[config.mk]
export PLATFORM = sky130hd
export DESIGN_NAME = sfc_front_end
export DESIGN_NICKNAME = d
export VERILOG_FILES = /design/src/inc/sfc_pkg.sv /design/src/logic/sfc_front_end.sv
export SDC_FILE = /design/constraint.sdc
export NUM_CORES = 1
export LEC_CHECK = 0
export BUFFER_PORTS_ARGS = -buffer_cell sky130_fd_sc_hd__buf_2
export CORE_ASPECT_RATIO = 1.25
export CORE_MARGIN = 4
export CORE_UTILIZATION = 55
export CTS_BUF_LIST = sky130_fd_sc_hd__clkbuf_8 sky130_fd_sc_hd__clkbuf_16
export DETAILED_ROUTE_END_ITERATION = 7
export PLACE_DENSITY_LB_ADDON = 0.08
export SYNTH_ARGS = -nofsm -noshare
export SYNTH_HDL_FRONTEND = slang
export SYNTH_HIERARCHICAL = 1
export SYNTH_SLANG_ARGS = --single-unit
[constraint.sdc]
create_clock -name core_clk -period 5.17 [get_ports core_clk]
set_input_delay 1.2925 -clock core_clk [delete_from_list [all_inputs] [get_ports core_clk]]
set_output_delay 1.2925 -clock core_clk [all_outputs]
set_load 0.03 [all_outputs]
[src/inc/sfc_pkg.sv]
// sfc_pkg: constants shared by the serial flash command front end
package sfc_pkg;
  // ----------------------------------------
  // array geometry, bus framing and fifo size
  // ----------------------------------------
  localparam int addr_w = 18;
  localparam logic [1:0] addr_last_byte = 2'h2;
  localparam logic [2:0] bit_last = 3'h7;
  localparam int fifo_width = 26;
  localparam int fifo_depth = 16;
  // ----------------------------------------
  // opcodes
  // ----------------------------------------
  localparam logic [7:0] op_read = 8'h03;
  localparam logic [7:0] op_fast_read = 8'h0b;
  localparam logic [7:0] op_sector_a = 8'h20;
  localparam logic [7:0] op_sector_b = 8'hd7;
  localparam logic [7:0] op_block = 8'hd8;
  localparam logic [7:0] op_chip_a = 8'h60;
  localparam logic [7:0] op_chip_b = 8'hc7;
  localparam logic [7:0] op_program = 8'h02;
  localparam logic [7:0] status_read_cmd = 8'h05;
  localparam logic [7:0] status_write_cmd = 8'h01;
  localparam logic [7:0] write_enable_cmd = 8'h06;
  localparam logic [7:0] write_disable_cmd = 8'h04;
  localparam logic [7:0] identity_read_cmd = 8'hab;
  localparam logic [7:0] wake_cmd = identity_read_cmd;
  localparam logic [7:0] deep_sleep_cmd = 8'hb9;
  // arbitrary identification value
  localparam logic [7:0] device_id = 8'h5a;
  // ----------------------------------------
  // status byte layout and reset values
  // ----------------------------------------
  localparam int st_busy = 0;
  localparam int st_wel = 1;
  localparam int st_level_lo = 2;
  localparam int st_level_hi = 3;
  localparam int st_bottom = 5;
  localparam int st_lock = 7;
  localparam logic protect_reset = 1'h0;
  // ----------------------------------------
  // protected range limits
  // ----------------------------------------
  localparam logic [17:0] top_quarter_base = 18'h30000;
  localparam logic [17:0] top_half_base = 18'h20000;
  localparam logic [17:0] bot_quarter_end = 18'h0ffff;
  localparam logic [17:0] bot_half_end = 18'h1ffff;
  // ----------------------------------------
  // sequencer states
  // ----------------------------------------
  typedef enum logic [7:0] {
    sfc_idle = 8'h01,
    sfc_opcode = 8'h02,
    sfc_addr = 8'h04,
    sfc_dummy = 8'h08,
    sfc_wdata = 8'h10,
    sfc_dout = 8'h20,
    sfc_wait = 8'h40,
    sfc_skip = 8'h80
  } sfc_state_e;
endpackage

[src/logic/sfc_front_end.sv]
// sfc_front_end: spi flash command decoder with program data fifo
`timescale 1ns/1ns
// ----------------------------------------
// program data fifo
// ----------------------------------------
module sfc_fifo #(
  parameter int width = sfc_pkg::fifo_width,
  parameter int depth = sfc_pkg::fifo_depth
) (
  // clock and reset
  input wire logic clk,
  input wire logic rst_n,
  // fill side
  input wire logic in_valid,
  output logic in_ready,
  input wire logic [width-1:0] in_data,
  // drain side
  output logic out_valid,
  input wire logic out_ready,
  output logic [width-1:0] out_data
);
  localparam int pw = $clog2(depth);
  logic [width-1:0] mem [depth];        // storage
  logic [pw:0] wr_ptr_reg, wr_ptr_next; // extra bit tells full from empty
  logic [pw:0] rd_ptr_reg, rd_ptr_next;
  logic do_wr, do_rd;

  // full when pointers differ only in the wrap bit
  assign in_ready = (wr_ptr_reg[pw] == rd_ptr_reg[pw]) ||
                    (wr_ptr_reg[pw-1:0] != rd_ptr_reg[pw-1:0]);
  assign out_valid = wr_ptr_reg != rd_ptr_reg;
  assign out_data = mem[rd_ptr_reg[pw-1:0]];
  assign do_wr = in_valid & in_ready;
  assign do_rd = out_valid & out_ready;

  // pointer next values
  always_comb begin
    wr_ptr_next = do_wr ? wr_ptr_reg + 1'b1 : wr_ptr_reg;
    rd_ptr_next = do_rd ? rd_ptr_reg + 1'b1 : rd_ptr_reg;
  end

  // pointer registers
  always_ff @(posedge clk or negedge rst_n) begin
    if (!rst_n) begin
      wr_ptr_reg <= '0;
      rd_ptr_reg <= '0;
    end else begin
      wr_ptr_reg <= wr_ptr_next;
      rd_ptr_reg <= rd_ptr_next;
    end
  end

  // storage, no reset needed
  always_ff @(posedge clk) begin
    if (do_wr) begin
      mem[wr_ptr_reg[pw-1:0]] <= in_data;
    end
  end
endmodule

// ----------------------------------------
// command front end
// ----------------------------------------
// Notes on behaviour
// wp low with lock set freezes protection bits
// wp high makes lock bit irrelevant
// levels 00 none, 11 whole array protected
// top select: 01 upper quarter, 10 upper half
// bottom select: 01 lower quarter, 10 lower half
// every bus cycle is eight clocks
// writes need write enable latch first
// chip select fall starts new instruction
// sample input on rising clock, msb first
// host frames instructions with chip select
// early chip select rise abandons instruction; for 02 the code still commits the bytes already complete
// 03 plus address streams read data
// 0b adds dummy byte before data
// read address increments, wraps to zero
// 20 or d7 erase sector by a17..a12
// d8 erases block by a17..a16
// 60 or c7 erase whole array
// 02 accepts one to 256 bytes
// 05 repeats status until deselect
// ab plus address streams id; alone wakes
// address bits above a17 ignored
// 06 sets write latch, 04 clears it
// locked status write ignored completely; the code still clears the write latch
// program into protected range discarded
// unknown opcode ignored until deselect
// protection checked against decoded target address
module sfc_front_end (
  // clock and reset
  input wire logic core_clk,
  input wire logic nrst,
  // serial pins
  input wire logic sck,
  input wire logic cs_n,
  input wire logic si,
  input wire logic wp_n,
  output logic so,
  output logic so_oe,
  // array read port, data one cycle after address
  output logic [17:0] rd_addr,
  input wire logic [7:0] rd_data,
  // array engine state
  input wire logic busy,
  // erase requests
  output logic erase_sector,
  output logic erase_block,
  output logic erase_chip,
  output logic [17:0] erase_addr,
  // program stream {addr, data}
  output logic prog_valid,
  input wire logic prog_ready,
  output logic [25:0] prog_word,
  output logic prog_commit,
  output logic prog_drop,
  // status view
  output logic [7:0] status,
  output logic sleeping
);
  logic rst_s1, rst_n;                   // reset release chain
  logic sck_s1, sck_s2, sck_d;           // pin synchronisers
  logic cs_s1, cs_s2, cs_d;
  logic si_s1, si_s2, wp_s1, wp_s2;
  logic sck_rise, sck_fall, cs_fall, cs_rise;
  sfc_pkg::sfc_state_e state_reg, state_next;
  logic [2:0] bit_reg, bit_next;         // bit within bus cycle
  logic [6:0] sh_reg, sh_next;           // input shifter
  logic [7:0] opc_reg, opc_next;
  logic [1:0] acnt_reg, acnt_next;       // address byte count
  logic [17:0] addr_reg, addr_next;
  logic [7:0] page_reg, page_next;       // low byte within page
  logic wr_ok_reg, wr_ok_next;
  logic got_reg, got_next;               // one full data byte seen
  logic [7:0] sdata_reg, sdata_next;
  logic [2:0] ocnt_reg, ocnt_next;       // output bit count
  logic [6:0] tx_reg, tx_next;
  logic so_reg, so_next, oe_reg, oe_next;
  logic [17:0] ra_reg, ra_next;
  logic lo_reg, lo_next, hi_reg, hi_next;
  logic bot_reg, bot_next, lock_reg, lock_next;
  logic wel_reg, wel_next, sleep_reg, sleep_next;
  logic es_reg, es_next, eb_reg, eb_next, ec_reg, ec_next;
  logic [17:0] ea_reg, ea_next;
  logic pc_reg, pc_next, pd_reg, pd_next;
  logic push, push_ready;
  logic [25:0] push_word;
  logic [7:0] byte_in, stat_byte, nb;
  logic [17:0] a_full;
  logic locked, may_write, aligned;

  // protected range lookup for one target address
  function automatic logic prot_hit(input logic [17:0] a, input logic lo,
                                    input logic hi, input logic bot);
    logic r;
    r = 1'b0;
    case ({hi, lo})
      2'h1: r = bot ? (a <= sfc_pkg::bot_quarter_end)
                    : (a >= sfc_pkg::top_quarter_base);
      2'h2: r = bot ? (a <= sfc_pkg::bot_half_end)
                    : (a >= sfc_pkg::top_half_base);
      2'h3: r = 1'b1;
      default: r = 1'b0;
    endcase
    return r;
  endfunction

  // ----------------------------------------
  // reset release and pin sampling
  // ----------------------------------------
  always_ff @(posedge core_clk or negedge nrst) begin
    if (!nrst) begin
      rst_s1 <= 1'b0;
      rst_n <= 1'b0;
    end else begin
      rst_s1 <= 1'b1;
      rst_n <= rst_s1;
    end
  end

  // two flops per pin, third stage only for edge detection
  always_ff @(posedge core_clk or negedge rst_n) begin
    if (!rst_n) begin
      {sck_s1, sck_s2, sck_d} <= 3'h0;
      {cs_s1, cs_s2, cs_d} <= 3'h7;
      {si_s1, si_s2} <= 2'h0;
      {wp_s1, wp_s2} <= 2'h3;
    end else begin
      {sck_s1, sck_s2, sck_d} <= {sck, sck_s1, sck_s2};
      {cs_s1, cs_s2, cs_d} <= {cs_n, cs_s1, cs_s2};
      {si_s1, si_s2} <= {si, si_s1};
      {wp_s1, wp_s2} <= {wp_n, wp_s1};
    end
  end

  assign sck_rise = sck_s2 & ~sck_d & ~cs_s2;
  assign sck_fall = ~sck_s2 & sck_d & ~cs_s2;
  assign cs_fall = ~cs_s2 & cs_d;
  assign cs_rise = cs_s2 & ~cs_d;
  assign byte_in = {sh_reg, si_s2};
  assign a_full = {addr_reg[9:0], byte_in};
  assign locked = ~wp_s2 & lock_reg;
  assign may_write = wel_reg & ~busy;
  assign aligned = bit_reg == 3'h0;

  // status byte view, reserved bits zero
  always_comb begin
    stat_byte = 8'h00;
    stat_byte[sfc_pkg::st_busy] = busy;
    stat_byte[sfc_pkg::st_wel] = wel_reg;
    stat_byte[sfc_pkg::st_level_lo] = lo_reg;
    stat_byte[sfc_pkg::st_level_hi] = hi_reg;
    stat_byte[sfc_pkg::st_bottom] = bot_reg;
    stat_byte[sfc_pkg::st_lock] = lock_reg;
  end

  // next byte to shift out
  always_comb begin
    case (opc_reg)
      sfc_pkg::status_read_cmd: nb = stat_byte;
      sfc_pkg::identity_read_cmd: nb = sfc_pkg::device_id;
      default: nb = rd_data;
    endcase
  end

  // ----------------------------------------
  // instruction sequencer next state
  // ----------------------------------------
  always_comb begin
    state_next = state_reg;
    bit_next = bit_reg;
    sh_next = sh_reg;
    opc_next = opc_reg;
    acnt_next = acnt_reg;
    addr_next = addr_reg;
    page_next = page_reg;
    wr_ok_next = wr_ok_reg;
    got_next = got_reg;
    sdata_next = sdata_reg;
    ocnt_next = ocnt_reg;
    tx_next = tx_reg;
    so_next = so_reg;
    oe_next = oe_reg;
    ra_next = ra_reg;
    lo_next = lo_reg;
    hi_next = hi_reg;
    bot_next = bot_reg;
    lock_next = lock_reg;
    wel_next = wel_reg;
    sleep_next = sleep_reg;
    ea_next = ea_reg;
    {es_next, eb_next, ec_next, pc_next} = 4'h0;
    push = 1'b0;
    push_word = {addr_reg[17:8], page_reg, byte_in};
    if (cs_fall) begin
      // fresh instruction, counters cleared
      state_next = sfc_pkg::sfc_opcode;
      bit_next = 3'h0;
      acnt_next = 2'h0;
      got_next = 1'b0;
      ocnt_next = 3'h0;
      oe_next = 1'b0;
    end else if (cs_rise) begin
      // deselect: commit complete instructions, drop the rest
      state_next = sfc_pkg::sfc_idle;
      oe_next = 1'b0;
      case (state_reg)
        sfc_pkg::sfc_wait: begin
          if (aligned) begin
            case (opc_reg)
              sfc_pkg::write_enable_cmd: wel_next = 1'b1;
              sfc_pkg::write_disable_cmd: wel_next = 1'b0;
              sfc_pkg::deep_sleep_cmd: sleep_next = ~busy;
              sfc_pkg::op_chip_a, sfc_pkg::op_chip_b: begin
                ec_next = may_write & ~lo_reg & ~hi_reg;
                wel_next = 1'b0;
              end
              sfc_pkg::op_sector_a, sfc_pkg::op_sector_b: begin
                es_next = may_write &
                          ~prot_hit(addr_reg, lo_reg, hi_reg, bot_reg);
                ea_next = {addr_reg[17:12], 12'h000};
                wel_next = 1'b0;
              end
              sfc_pkg::op_block: begin
                eb_next = may_write &
                          ~prot_hit(addr_reg, lo_reg, hi_reg, bot_reg);
                ea_next = {addr_reg[17:16], 16'h0000};
                wel_next = 1'b0;
              end
              sfc_pkg::status_write_cmd: begin
                if (may_write && !locked) begin
                  lo_next = sdata_reg[sfc_pkg::st_level_lo];
                  hi_next = sdata_reg[sfc_pkg::st_level_hi];
                  bot_next = sdata_reg[sfc_pkg::st_bottom];
                  lock_next = sdata_reg[sfc_pkg::st_lock];
                end
                wel_next = 1'b0;
              end
              default: wel_next = wel_reg;
            endcase
          end
        end
        sfc_pkg::sfc_addr: begin
          // wake code on its own, no address bytes
          if (opc_reg == sfc_pkg::wake_cmd && acnt_reg == 2'h0 && aligned) begin
            sleep_next = 1'b0;
          end
        end
        sfc_pkg::sfc_wdata: begin
          // partial final byte is simply not counted
          if (opc_reg == sfc_pkg::op_program && got_reg) begin
            pc_next = wr_ok_reg;
            wel_next = 1'b0;
          end
        end
        default: wel_next = wel_reg;
      endcase
    end else if (sck_rise) begin
      sh_next = {sh_reg[5:0], si_s2};
      bit_next = bit_reg + 3'h1;
      if (bit_reg == sfc_pkg::bit_last) begin
        case (state_reg)
          sfc_pkg::sfc_opcode: begin
            opc_next = byte_in;
            if (sleep_reg && byte_in != sfc_pkg::wake_cmd) begin
              state_next = sfc_pkg::sfc_skip;                     // asleep: ignore
            end else begin
              case (byte_in)
                sfc_pkg::op_read, sfc_pkg::op_fast_read, sfc_pkg::op_sector_a,
                sfc_pkg::op_sector_b, sfc_pkg::op_block, sfc_pkg::op_program,
                sfc_pkg::identity_read_cmd: state_next = sfc_pkg::sfc_addr;
                sfc_pkg::status_read_cmd: state_next = sfc_pkg::sfc_dout;
                sfc_pkg::status_write_cmd: state_next = sfc_pkg::sfc_wdata;
                sfc_pkg::write_enable_cmd, sfc_pkg::write_disable_cmd,
                sfc_pkg::op_chip_a, sfc_pkg::op_chip_b,
                sfc_pkg::deep_sleep_cmd: state_next = sfc_pkg::sfc_wait;
                default: state_next = sfc_pkg::sfc_skip;
              endcase
            end
          end
          sfc_pkg::sfc_addr: begin
            addr_next = a_full;
            acnt_next = acnt_reg + 2'h1;
            if (acnt_reg == sfc_pkg::addr_last_byte) begin
              ra_next = a_full;
              page_next = a_full[7:0];
              wr_ok_next = may_write &
                           ~prot_hit(a_full, lo_reg, hi_reg, bot_reg);
              case (opc_reg)
                sfc_pkg::op_read: state_next = sfc_pkg::sfc_dout;
                sfc_pkg::op_fast_read: state_next = sfc_pkg::sfc_dummy;
                sfc_pkg::identity_read_cmd: state_next = sfc_pkg::sfc_dout;
                sfc_pkg::op_program: state_next = sfc_pkg::sfc_wdata;
                default: state_next = sfc_pkg::sfc_wait;
              endcase
            end
          end
          sfc_pkg::sfc_dummy: state_next = sfc_pkg::sfc_dout;
          sfc_pkg::sfc_wdata: begin
            got_next = 1'b1;
            if (opc_reg == sfc_pkg::op_program) begin
              // page offset wraps inside the page
              push = wr_ok_reg;
              page_next = page_reg + 8'h01;
            end else begin
              sdata_next = byte_in;
              state_next = sfc_pkg::sfc_wait;
            end
          end
          default: state_next = state_reg;
        endcase
      end
    end else if (sck_fall && state_reg == sfc_pkg::sfc_dout) begin
      // drive after falling edge; fresh byte every eighth fall
      oe_next = 1'b1;
      ocnt_next = ocnt_reg + 3'h1;
      if (ocnt_reg == 3'h0) begin
        so_next = nb[7];
        tx_next = nb[6:0];
        ra_next = ra_reg + 18'h00001;
      end else begin
        so_next = tx_reg[6];
        tx_next = {tx_reg[5:0], 1'b0};
      end
    end
  end

  // ----------------------------------------
  // sequencer and status registers
  // ----------------------------------------
  always_ff @(posedge core_clk or negedge rst_n) begin
    if (!rst_n) begin
      state_reg <= sfc_pkg::sfc_idle;
      bit_reg <= 3'h0;
      sh_reg <= 7'h00;
      opc_reg <= 8'h00;
      acnt_reg <= 2'h0;
      addr_reg <= 18'h00000;
      page_reg <= 8'h00;
      wr_ok_reg <= 1'b0;
      got_reg <= 1'b0;
      sdata_reg <= 8'h00;
      ocnt_reg <= 3'h0;
      tx_reg <= 7'h00;
      so_reg <= 1'b0;
      oe_reg <= 1'b0;
      ra_reg <= 18'h00000;
      lo_reg <= sfc_pkg::protect_reset;
      hi_reg <= sfc_pkg::protect_reset;
      bot_reg <= sfc_pkg::protect_reset;
      lock_reg <= sfc_pkg::protect_reset;
      wel_reg <= 1'b0;
      sleep_reg <= 1'b0;
      {es_reg, eb_reg, ec_reg, pc_reg, pd_reg} <= 5'h00;
      ea_reg <= 18'h00000;
    end else begin
      state_reg <= state_next;
      bit_reg <= bit_next;
      sh_reg <= sh_next;
      opc_reg <= opc_next;
      acnt_reg <= acnt_next;
      addr_reg <= addr_next;
      page_reg <= page_next;
      wr_ok_reg <= wr_ok_next;
      got_reg <= got_next;
      sdata_reg <= sdata_next;
      ocnt_reg <= ocnt_next;
      tx_reg <= tx_next;
      so_reg <= so_next;
      oe_reg <= oe_next;
      ra_reg <= ra_next;
      lo_reg <= lo_next;
      hi_reg <= hi_next;
      bot_reg <= bot_next;
      lock_reg <= lock_next;
      wel_reg <= wel_next;
      sleep_reg <= sleep_next;
      {es_reg, eb_reg, ec_reg, pc_reg} <= {es_next, eb_next, ec_next, pc_next};
      pd_reg <= pd_next;
      ea_reg <= ea_next;
    end
  end

  // spi cannot be stalled, so a full fifo loses the byte and says so
  assign pd_next = push & ~push_ready;

  // ----------------------------------------
  // program data buffer
  // ----------------------------------------
  sfc_fifo #(
    .width(sfc_pkg::fifo_width),
    .depth(sfc_pkg::fifo_depth)
  ) u_fifo (
    .clk(core_clk),
    .rst_n(rst_n),
    .in_valid(push),
    .in_ready(push_ready),
    .in_data(push_word),
    .out_valid(prog_valid),
    .out_ready(prog_ready),
    .out_data(prog_word)
  );

  // outputs
  assign so = so_reg;
  assign so_oe = oe_reg;
  assign rd_addr = ra_reg;
  assign erase_sector = es_reg;
  assign erase_block = eb_reg;
  assign erase_chip = ec_reg;
  assign erase_addr = ea_reg;
  assign prog_commit = pc_reg;
  assign prog_drop = pd_reg;
  assign status = {lock_reg, 1'b0, bot_reg, 1'b0, hi_reg, lo_reg, wel_reg, 1'b0};
  assign sleeping = sleep_reg;
endmodule

==> results of run 1 <==
-- area by class of cell --
type                    count  area (µm²)  share of cell area (%)
flip-flops and latches    545       15700                    61.7
clock buffers              52        1300                    5.10
inverters                  25        93.8                   0.368
well taps                 552         691                    2.71
clock inverters            43         410                    1.61
multi-input cells         754        6520                    25.6
repair buffers            118         738                    2.90
-- layer usage --
layer  vias up  global-route usage (%)  wire length, µm
met5         -                       0                0
met4         0                    6.95             1560
met3        85                    3.10             2210
met2       347                    38.9            26300
met1      6605                    30.8            21000
li1       5712                       -                -
-- power breakdown --
part           internal, µW  total [µW]  switching [µW]
Combinational          74.6         264             189
Sequential             4750        4830            78.5
Clock                  2190        3780            1600
Total                  7020        8880            1870
-- cells in the final DEF, fill, tap and decap left out, types with 5 or more instances in the layout --
cell type     n
edfxtp_1    416
dfrtp_1     119
mux4_2      104
nand2_1      89
buf_2        79
nor2_1       68
o22ai_1      63
clkbuf_16    52
o21ai_0      49
a21oi_1      46
inv_1        35
nand3_1      35
mux2_2       35
buf_4        35
nor3_1       19
and3_1       18
ha_1         16
conb_1       16
clkinv_2     11
nor3_2       11
nor4_1        9
nor4b_1       9
nand2b_1      9
xnor2_1       9
o211ai_1      8
nor2b_1       7
and2_1        7
nand4_1       7
o31ai_1       7
a31oi_1       7
bufinv_16     7
mux2i_1       6
dfstp_2       6
xor2_1        5
clkinvlp_4    5
-- logic make-up (layout without fill, tap and decap cells) --
| kind of cell | after synthesis | after routing | share of synthesized area [%] |
|---|---|---|---|
| and+or+nand+nor | 332 | 332 | 7.66 |
| AOI/OAI and AO/OA | 227 | 227 | 6.36 |
| other | 2 | 16 | 0.0330 |
| DFF | 545 | 545 | 69.0 |
| muxes | 147 | 147 | 12.4 |
| adders and majority gates | 16 | 16 | 0.878 |
| xor gates and xnor gates | 16 | 16 | 0.681 |
| buffers and inverters | 127 | 238 | 3.01 |
-- metrics by stage --
step,utilization (%),total power [µW]
2_1_floorplan,-,5070
3_3_place_gp,58.0,5180
3_5_place_dp,58.0,5190
4_1_cts,62.2,8960
5_1_grt,62.2,9180
6_report,62.2,8880
-- worst paths after layout --
check | end | slack [ns] | depth (start not counted)
min in group core_clk | si_s2 | 0.35 | 0
max in group asynchronous | state_reg[0] | 3.81 | 1
hold reg to reg | rd_addr[8] | 0.34 | 0
setup reg to reg | u_fifo/mem[14][4] | 1.44 | 6
hold / removal | rd_addr[8] | 0.34 | 0
setup / recovery | prog_word[25] | 0.88 | 4
==> impl_metrics.py, run 1 <==
metrics = {
    "outcome": {
        "outcome": "complete, no violations",
    },
    "logic_synthesis": {
        "ys_seq_elements": 545,
        "synth.largest_area_cell": "edfxtp_1",
        "ys_top_cells_by_area": "edfxtp_1 55%, dfrtp_1 14%, mux4_2 10%",
        "syn_area_mm2": 0.0228,
        "syn_inst": 1412,
        "yosysTopAreaCellShare_pct": 54.8,
        "async_reset_ff_share_pct": 23.7,
        "yosysWarningCount": 6,
        "synth.distinct_cells": 84,
        "synth_edf_count": 416,
        "yosysMostFrequentCell": "edfxtp_1",
        "synth-seq-area-share_pct": 69.0,
        "synth_common_cells": "416 x edfxtp_1, 123 x dfrtp_1, 104 x mux4_2, 89 x nand2_1, 69 x nor2_1",
        "synth_ff_type": "edfxtp_1",
        "avgSynthCellArea_um2": 16.1,
    },
    "cells_and_area": {
        "area_growth_pct": 11.9,
        "nets": 1528,
        "fillers": 3005,
        "drive_above_1_share_pct": 24.9,
        "largest_register_ffs": 416,
        "antenna_cells": 0,
        "final_area_mm2": 0.0255,
        "fin_cells": 2089,
    },
    "worst_setup_path": {
        "max_stage_delay_ns": 0.82,
        "crit_path_start": "u_fifo/rd_ptr_reg[2]",
        "critPathCaptureType": "output pin",
        "cp_slowest_cell": "or2_1",
        "worstSetupPathType": "flip-flop to output pin",
        "cp_max_fo": 25,
        "cp_top_family": "simple AND/OR/NAND/NOR gates",
        "critPathRequiredTime_ns": 3.88,
        "r2r_start": "opc_reg[0]",
        "cp-start-kind": "flip-flop",
        "cp_cell_sequence": "or2_1 > o22ai_1 > nor2_1 > buf_2",
        "worst-endpoint-arrival_ns": 2.99,
        "path_buf_inv": 1,
    },
    "clock_network": {
        "post_cts_buffers": 0,
        "cts_hold_buffers": 0,
        "clk_latency_ns": 0.57,
        "clockBufferDepth": 3,
        "h-tree-depth": 2,
        "cts_buffers": 52,
        "path_clk_slew_ns": 0.07,
        "cts_tree": "yes",
        "cts_resized": 0,
        "cts_num_sinks": 545,
        "cts_root_buf": "clkbuf_16",
    },
    "detailed_routing": {
        "via_per_inst": 6.10,
        "drt_iter0_markers": 1154,
        "vias": 12700,
        "wl_per_cell_um": 24.4,
        "antenna_left": 0,
        "firstDrtPassIters": 5,
        "drcViolationCount": 0,
        "wl_um": 51100,
    },
    "sta": {
        "skew_ns": 0.0147,
        "rsz0062_at_grt": "no",
        "hold_ws_ns": 0.342,
        "finalSetupViolCount": 0,
        "fin_tns_setup_ns": 0,
        "worst_slew_pin_slew_ns": 1.20,
        "maxSlewViolCount": 0,
        "max_slew_margin_pct": 19.9,
        "min_period_over_period_pct": 82.9,
        "fin_crit_ns": 4.29,
        "setup_slack_ns": 0.883,
        "fmax_ghz": 0.233,
        "hold_viol_final": 0,
    },
    "grt": {
        "grt_pass1_vias": 12900,
        "grt_pass1_wl_um": 77800,
        "grt_overflow": 0,
        "antenna_found_initial": 0,
        "grt_max_degree": 87,
        "grt_usage_pct": 22.8,
    },
    "die": {
        "die_area_mm2": 0.0448,
        "initial_core_util_pct": 55.6,
        "core.rowCount": 83,
        "core_area_mm2": 0.0410,
        "die_w_um": 190,
        "fp.dieH_um": 236,
        "pin_count": 95,
    },
    "flow_run": {
        "maxCapViolations": 0,
    },
    "place": {
        "globalplace.congestion": 0.820,
        "dp.cells": 1994,
        "place_area_mm2": 0.0238,
        "dp_worst_setup_slack_ns": 1.45,
        "io_buffers": 79,
        "dpl.hpwl_um": 31300,
    },
    "power": {
        "power_leakage_uw": 0.00919,
        "vdd_drop_max_mv": 0.252,
        "cellPowerDensity_mw_per_mm2": 348,
    },
    "worst_hold_path": {
        "hp-class": "flip-flop to asynchronous set/reset pin",
    },
}
(Power assumes the default switching activity.)
==> run 2: changes to the inputs <==
--- a/config.mk
+++ b/config.mk
@@ -5,6 +5,7 @@
 export SDC_FILE = /design/constraint.sdc
 export NUM_CORES = 1
 export LEC_CHECK = 0
+export ABC_AREA = 1
 export BUFFER_PORTS_ARGS = -buffer_cell sky130_fd_sc_hd__buf_2
 export CORE_ASPECT_RATIO = 1.25
 export CORE_MARGIN = 4
==> constraint.sdc (replaced) <==
create_clock -name core_clk -period 3.9 [get_ports core_clk]
set_input_delay 0.975 -clock core_clk [delete_from_list [all_inputs] [get_ports core_clk]]
set_output_delay 0.975 -clock core_clk [all_outputs]
set_load 0.03 [all_outputs]
==> run 2 against run 1 <==
  * Via count is 35% higher
  * Non-clock buffer count is 2 higher
  * Die area is 6.1% higher
  * Synthesized cell count is 73% higher
  * Highest routed layer unchanged
  * Largest cell class unchanged
  * Count of clock-buffer cells in the layout is 4 higher
  * Cell count is 49% higher
  * Clock power is 28% higher
  * Sequential share of layout area is 3.0 points lower
  * Sequential cell count stayed put
  * Critical endpoint is now prog_word[24]
==> impl_metrics.py, run 2 <==
metrics = {
    "logic_synthesis": {
        "async_reset_ff_share_pct": 23.7,
        "synth_compound_area_share_pct": 7.34,
        "yosysMostFrequentCell": "nand2_1",
        "synth_top_family_by_area": "simple AND/OR/NAND/NOR gates",
        "syn_area_mm2": 0.0242,
        "ys_seq_elements": 545,
        "synth.largest_area_cell": "edfxtp_1",
        "synth_ff_type": "edfxtp_1",
        "synth_simple_gate_area_share_pct": 21.3,
        "syn_inst": 2440,
        "synth.distinct_cells": 49,
        "synth_xor_xnor_area_share_pct": 0.397,
        "synth-seq-area-share_pct": 64.9,
        "synth_common_cells": "623 x nand2_1, 416 x edfxtp_1, 396 x nor2_1, 263 x o21ai_0, 150 x nand3_1",
        "synth_fa_ha_area_share_pct": 0.826,
        "avgSynthCellArea_um2": 9.93,
        "yosysTopAreaCellShare_pct": 51.5,
        "yosysWarningCount": 6,
        "ys_top_cells_by_area": "edfxtp_1 52%, dfrtp_1 13%, nand2_1 9.6%",
        "synth_mux_area_share_pct": 0,
        "synth_edf_count": 416,
    },
    "worst_setup_path": {
        "path_buf_inv": 4,
        "critPathRequiredTime_ns": 2.92,
        "critPathMostFrequentCell": "nand2_1",
        "crit_path_start": "u_fifo/rd_ptr_reg[0]",
        "max_stage_delay_ns": 0.52,
        "r2r_setup_slack_ns": 0.67,
        "cp_slowest_cell": "dfrtp_4",
        "worstSetupPathType": "flip-flop to output pin",
        "regToRegEndpoint": "u_fifo/mem[11][6]",
        "cp_cell_sequence": "inv_4 > buf_12 > nand2_1 > nand2_1 > nand2_1 > o21ai_0 > nand2_1 > nand2_1 > clkinv_1 > nand2_1 > buf_2",
        "r2r_start": "cs_s2",
        "cp-start-kind": "flip-flop",
        "reg2regPathDepth": 13,
        "worst-endpoint-arrival_ns": 2.69,
        "path_depth": 11,
        "cp_max_fo": 75,
        "cp_top_family": "buffers and inverters",
        "critPathCaptureType": "output pin",
    },
    "sta": {
        "setup_slack_ns": 0.240,
        "worst_slew_pin_slew_ns": 1.24,
        "fin_tns_setup_ns": 0,
        "rsz0062_at_grt": "no",
        "min_period_over_period_pct": 93.8,
        "maxSlewViolCount": 0,
        "finalSetupViolCount": 0,
        "fmax_ghz": 0.273,
        "hold_viol_final": 0,
        "skew_ns": 0.0184,
        "fin_crit_ns": 3.66,
        "max_slew_margin_pct": 16.9,
    },
    "power": {
        "cellPowerDensity_mw_per_mm2": 470,
        "vdd_drop_max_mv": 0.492,
        "p_total_uw": 12600,
        "power_leakage_uw": 0.0108,
    },
    "cells_and_area": {
        "most-common-layout-cells": "623 x nand2_1, 416 x edfxtp_1, 381 x nor2_1",
        "drive_above_1_share_pct": 11.0,
        "area_growth_pct": 10.6,
        "antenna_cells": 0,
        "fin_cells": 3112,
        "final_common_cell": "nand2_1",
        "nets": 2539,
        "final_core_util_pct": 62.0,
        "largest_register_ffs": 416,
    },
    "detailed_routing": {
        "drcViolationCount": 0,
        "firstDrtPassIters": 5,
        "wl_um": 59500,
        "antenna_left": 0,
        "drt_iter0_markers": 1406,
        "via_per_inst": 5.51,
        "wl_per_cell_um": 19.1,
        "vias": 17200,
    },
    "place": {
        "dp.cells": 3019,
        "dpl.hpwl_um": 38300,
        "io_buffers": 79,
        "dp_worst_setup_slack_ns": 0.710,
        "globalplace.congestion": 0.924,
    },
    "clock_network": {
        "clockBufferDepth": 3,
        "cts_buffers": 51,
        "path_clk_slew_ns": 0.06,
        "cts_resized": 0,
        "cts_tree": "yes",
        "cts_hold_buffers": 0,
        "post_cts_buffers": 0,
        "clk_latency_ns": 0.60,
        "h-tree-depth": 2,
        "cts_root_buf": "clkbuf_16",
        "cts_num_sinks": 545,
    },
    "die": {
        "initial_core_util_pct": 56.0,
        "fp.dieH_um": 243,
        "die_area_mm2": 0.0475,
        "die_w_um": 196,
        "core.rowCount": 85,
        "core_area_mm2": 0.0433,
        "pin_count": 95,
    },
    "grt": {
        "grt_max_degree": 151,
        "grt_pass1_vias": 16900,
        "grt_overflow": 0,
        "grt_pass1_wl_um": 94000,
        "antenna_found_initial": 0,
        "grt_usage_pct": 24.9,
    },
    "worst_hold_path": {
        "hp-class": "input pin to asynchronous set/reset pin",
    },
    "outcome": {
        "outcome": "complete, no violations",
    },
    "flow_run": {
        "maxCapViolations": 0,
    },
}
run 2: cell families after synthesis:
group                    count (synthesis)
AND/OR/NAND/NOR                       1243
other                                    2
buffers and inverters                  279
AO/OA/AOI/OAI                          344
adder cells (fa/ha/maj)                 16
XOR/XNOR                                11
flip-flops                             545
run 2: how the worst max path moves through the flow:
| stage | endpoint | slack, ns |
|---|---|---|
| floorplan | acnt_reg[0] | 0.05 |
| global placement | u_fifo/mem[3][14] | 0.80 |
| detailed placement | u_fifo/mem[3][10] | 0.71 |
| CTS | prog_word[20] | 0.23 |
| global route | prog_word[14] | 0.10 |
| finish | prog_word[24] | 0.24 |
run 2: per-layer routing:
layer	routed length (µm)	up-vias	GRT usage, %
met3	3140	127	3.52
met4	1820	0	8.38
met1	24700	8258	33.2
met5	0	-	0
li1	-	8245	-
met2	29800	526	42.3
run 2: cell type report:
cell class / count / area, µm²
Clock inverter: 37 / 253
Multi-Input combinational cell: 1630 / 7350
Tap cell: 565 / 707
Clock buffer: 56 / 1370
Timing Repair Buffer: 120 / 803
Fill cell: 3570 / 16500
Sequential cell: 545 / 15700
Inverter: 159 / 601
run 2: metrics by stage:
step                hold slack [ns]  instance area, µm²
floorplan                     0.331               24300
finish                        0.150               26800
detailed placement            0.337               25200
global route                  0.128               26800
global placement              0.337               25200
CTS                           0.118               26800
run 2: where the power goes:
group          internal [µW]  leakage, µW  total [µW]  switching [µW]
sequential              6460      0.00527        6650             193
combinational            295      0.00469        1120             830
clock                   2710     0.000850        4820            2110
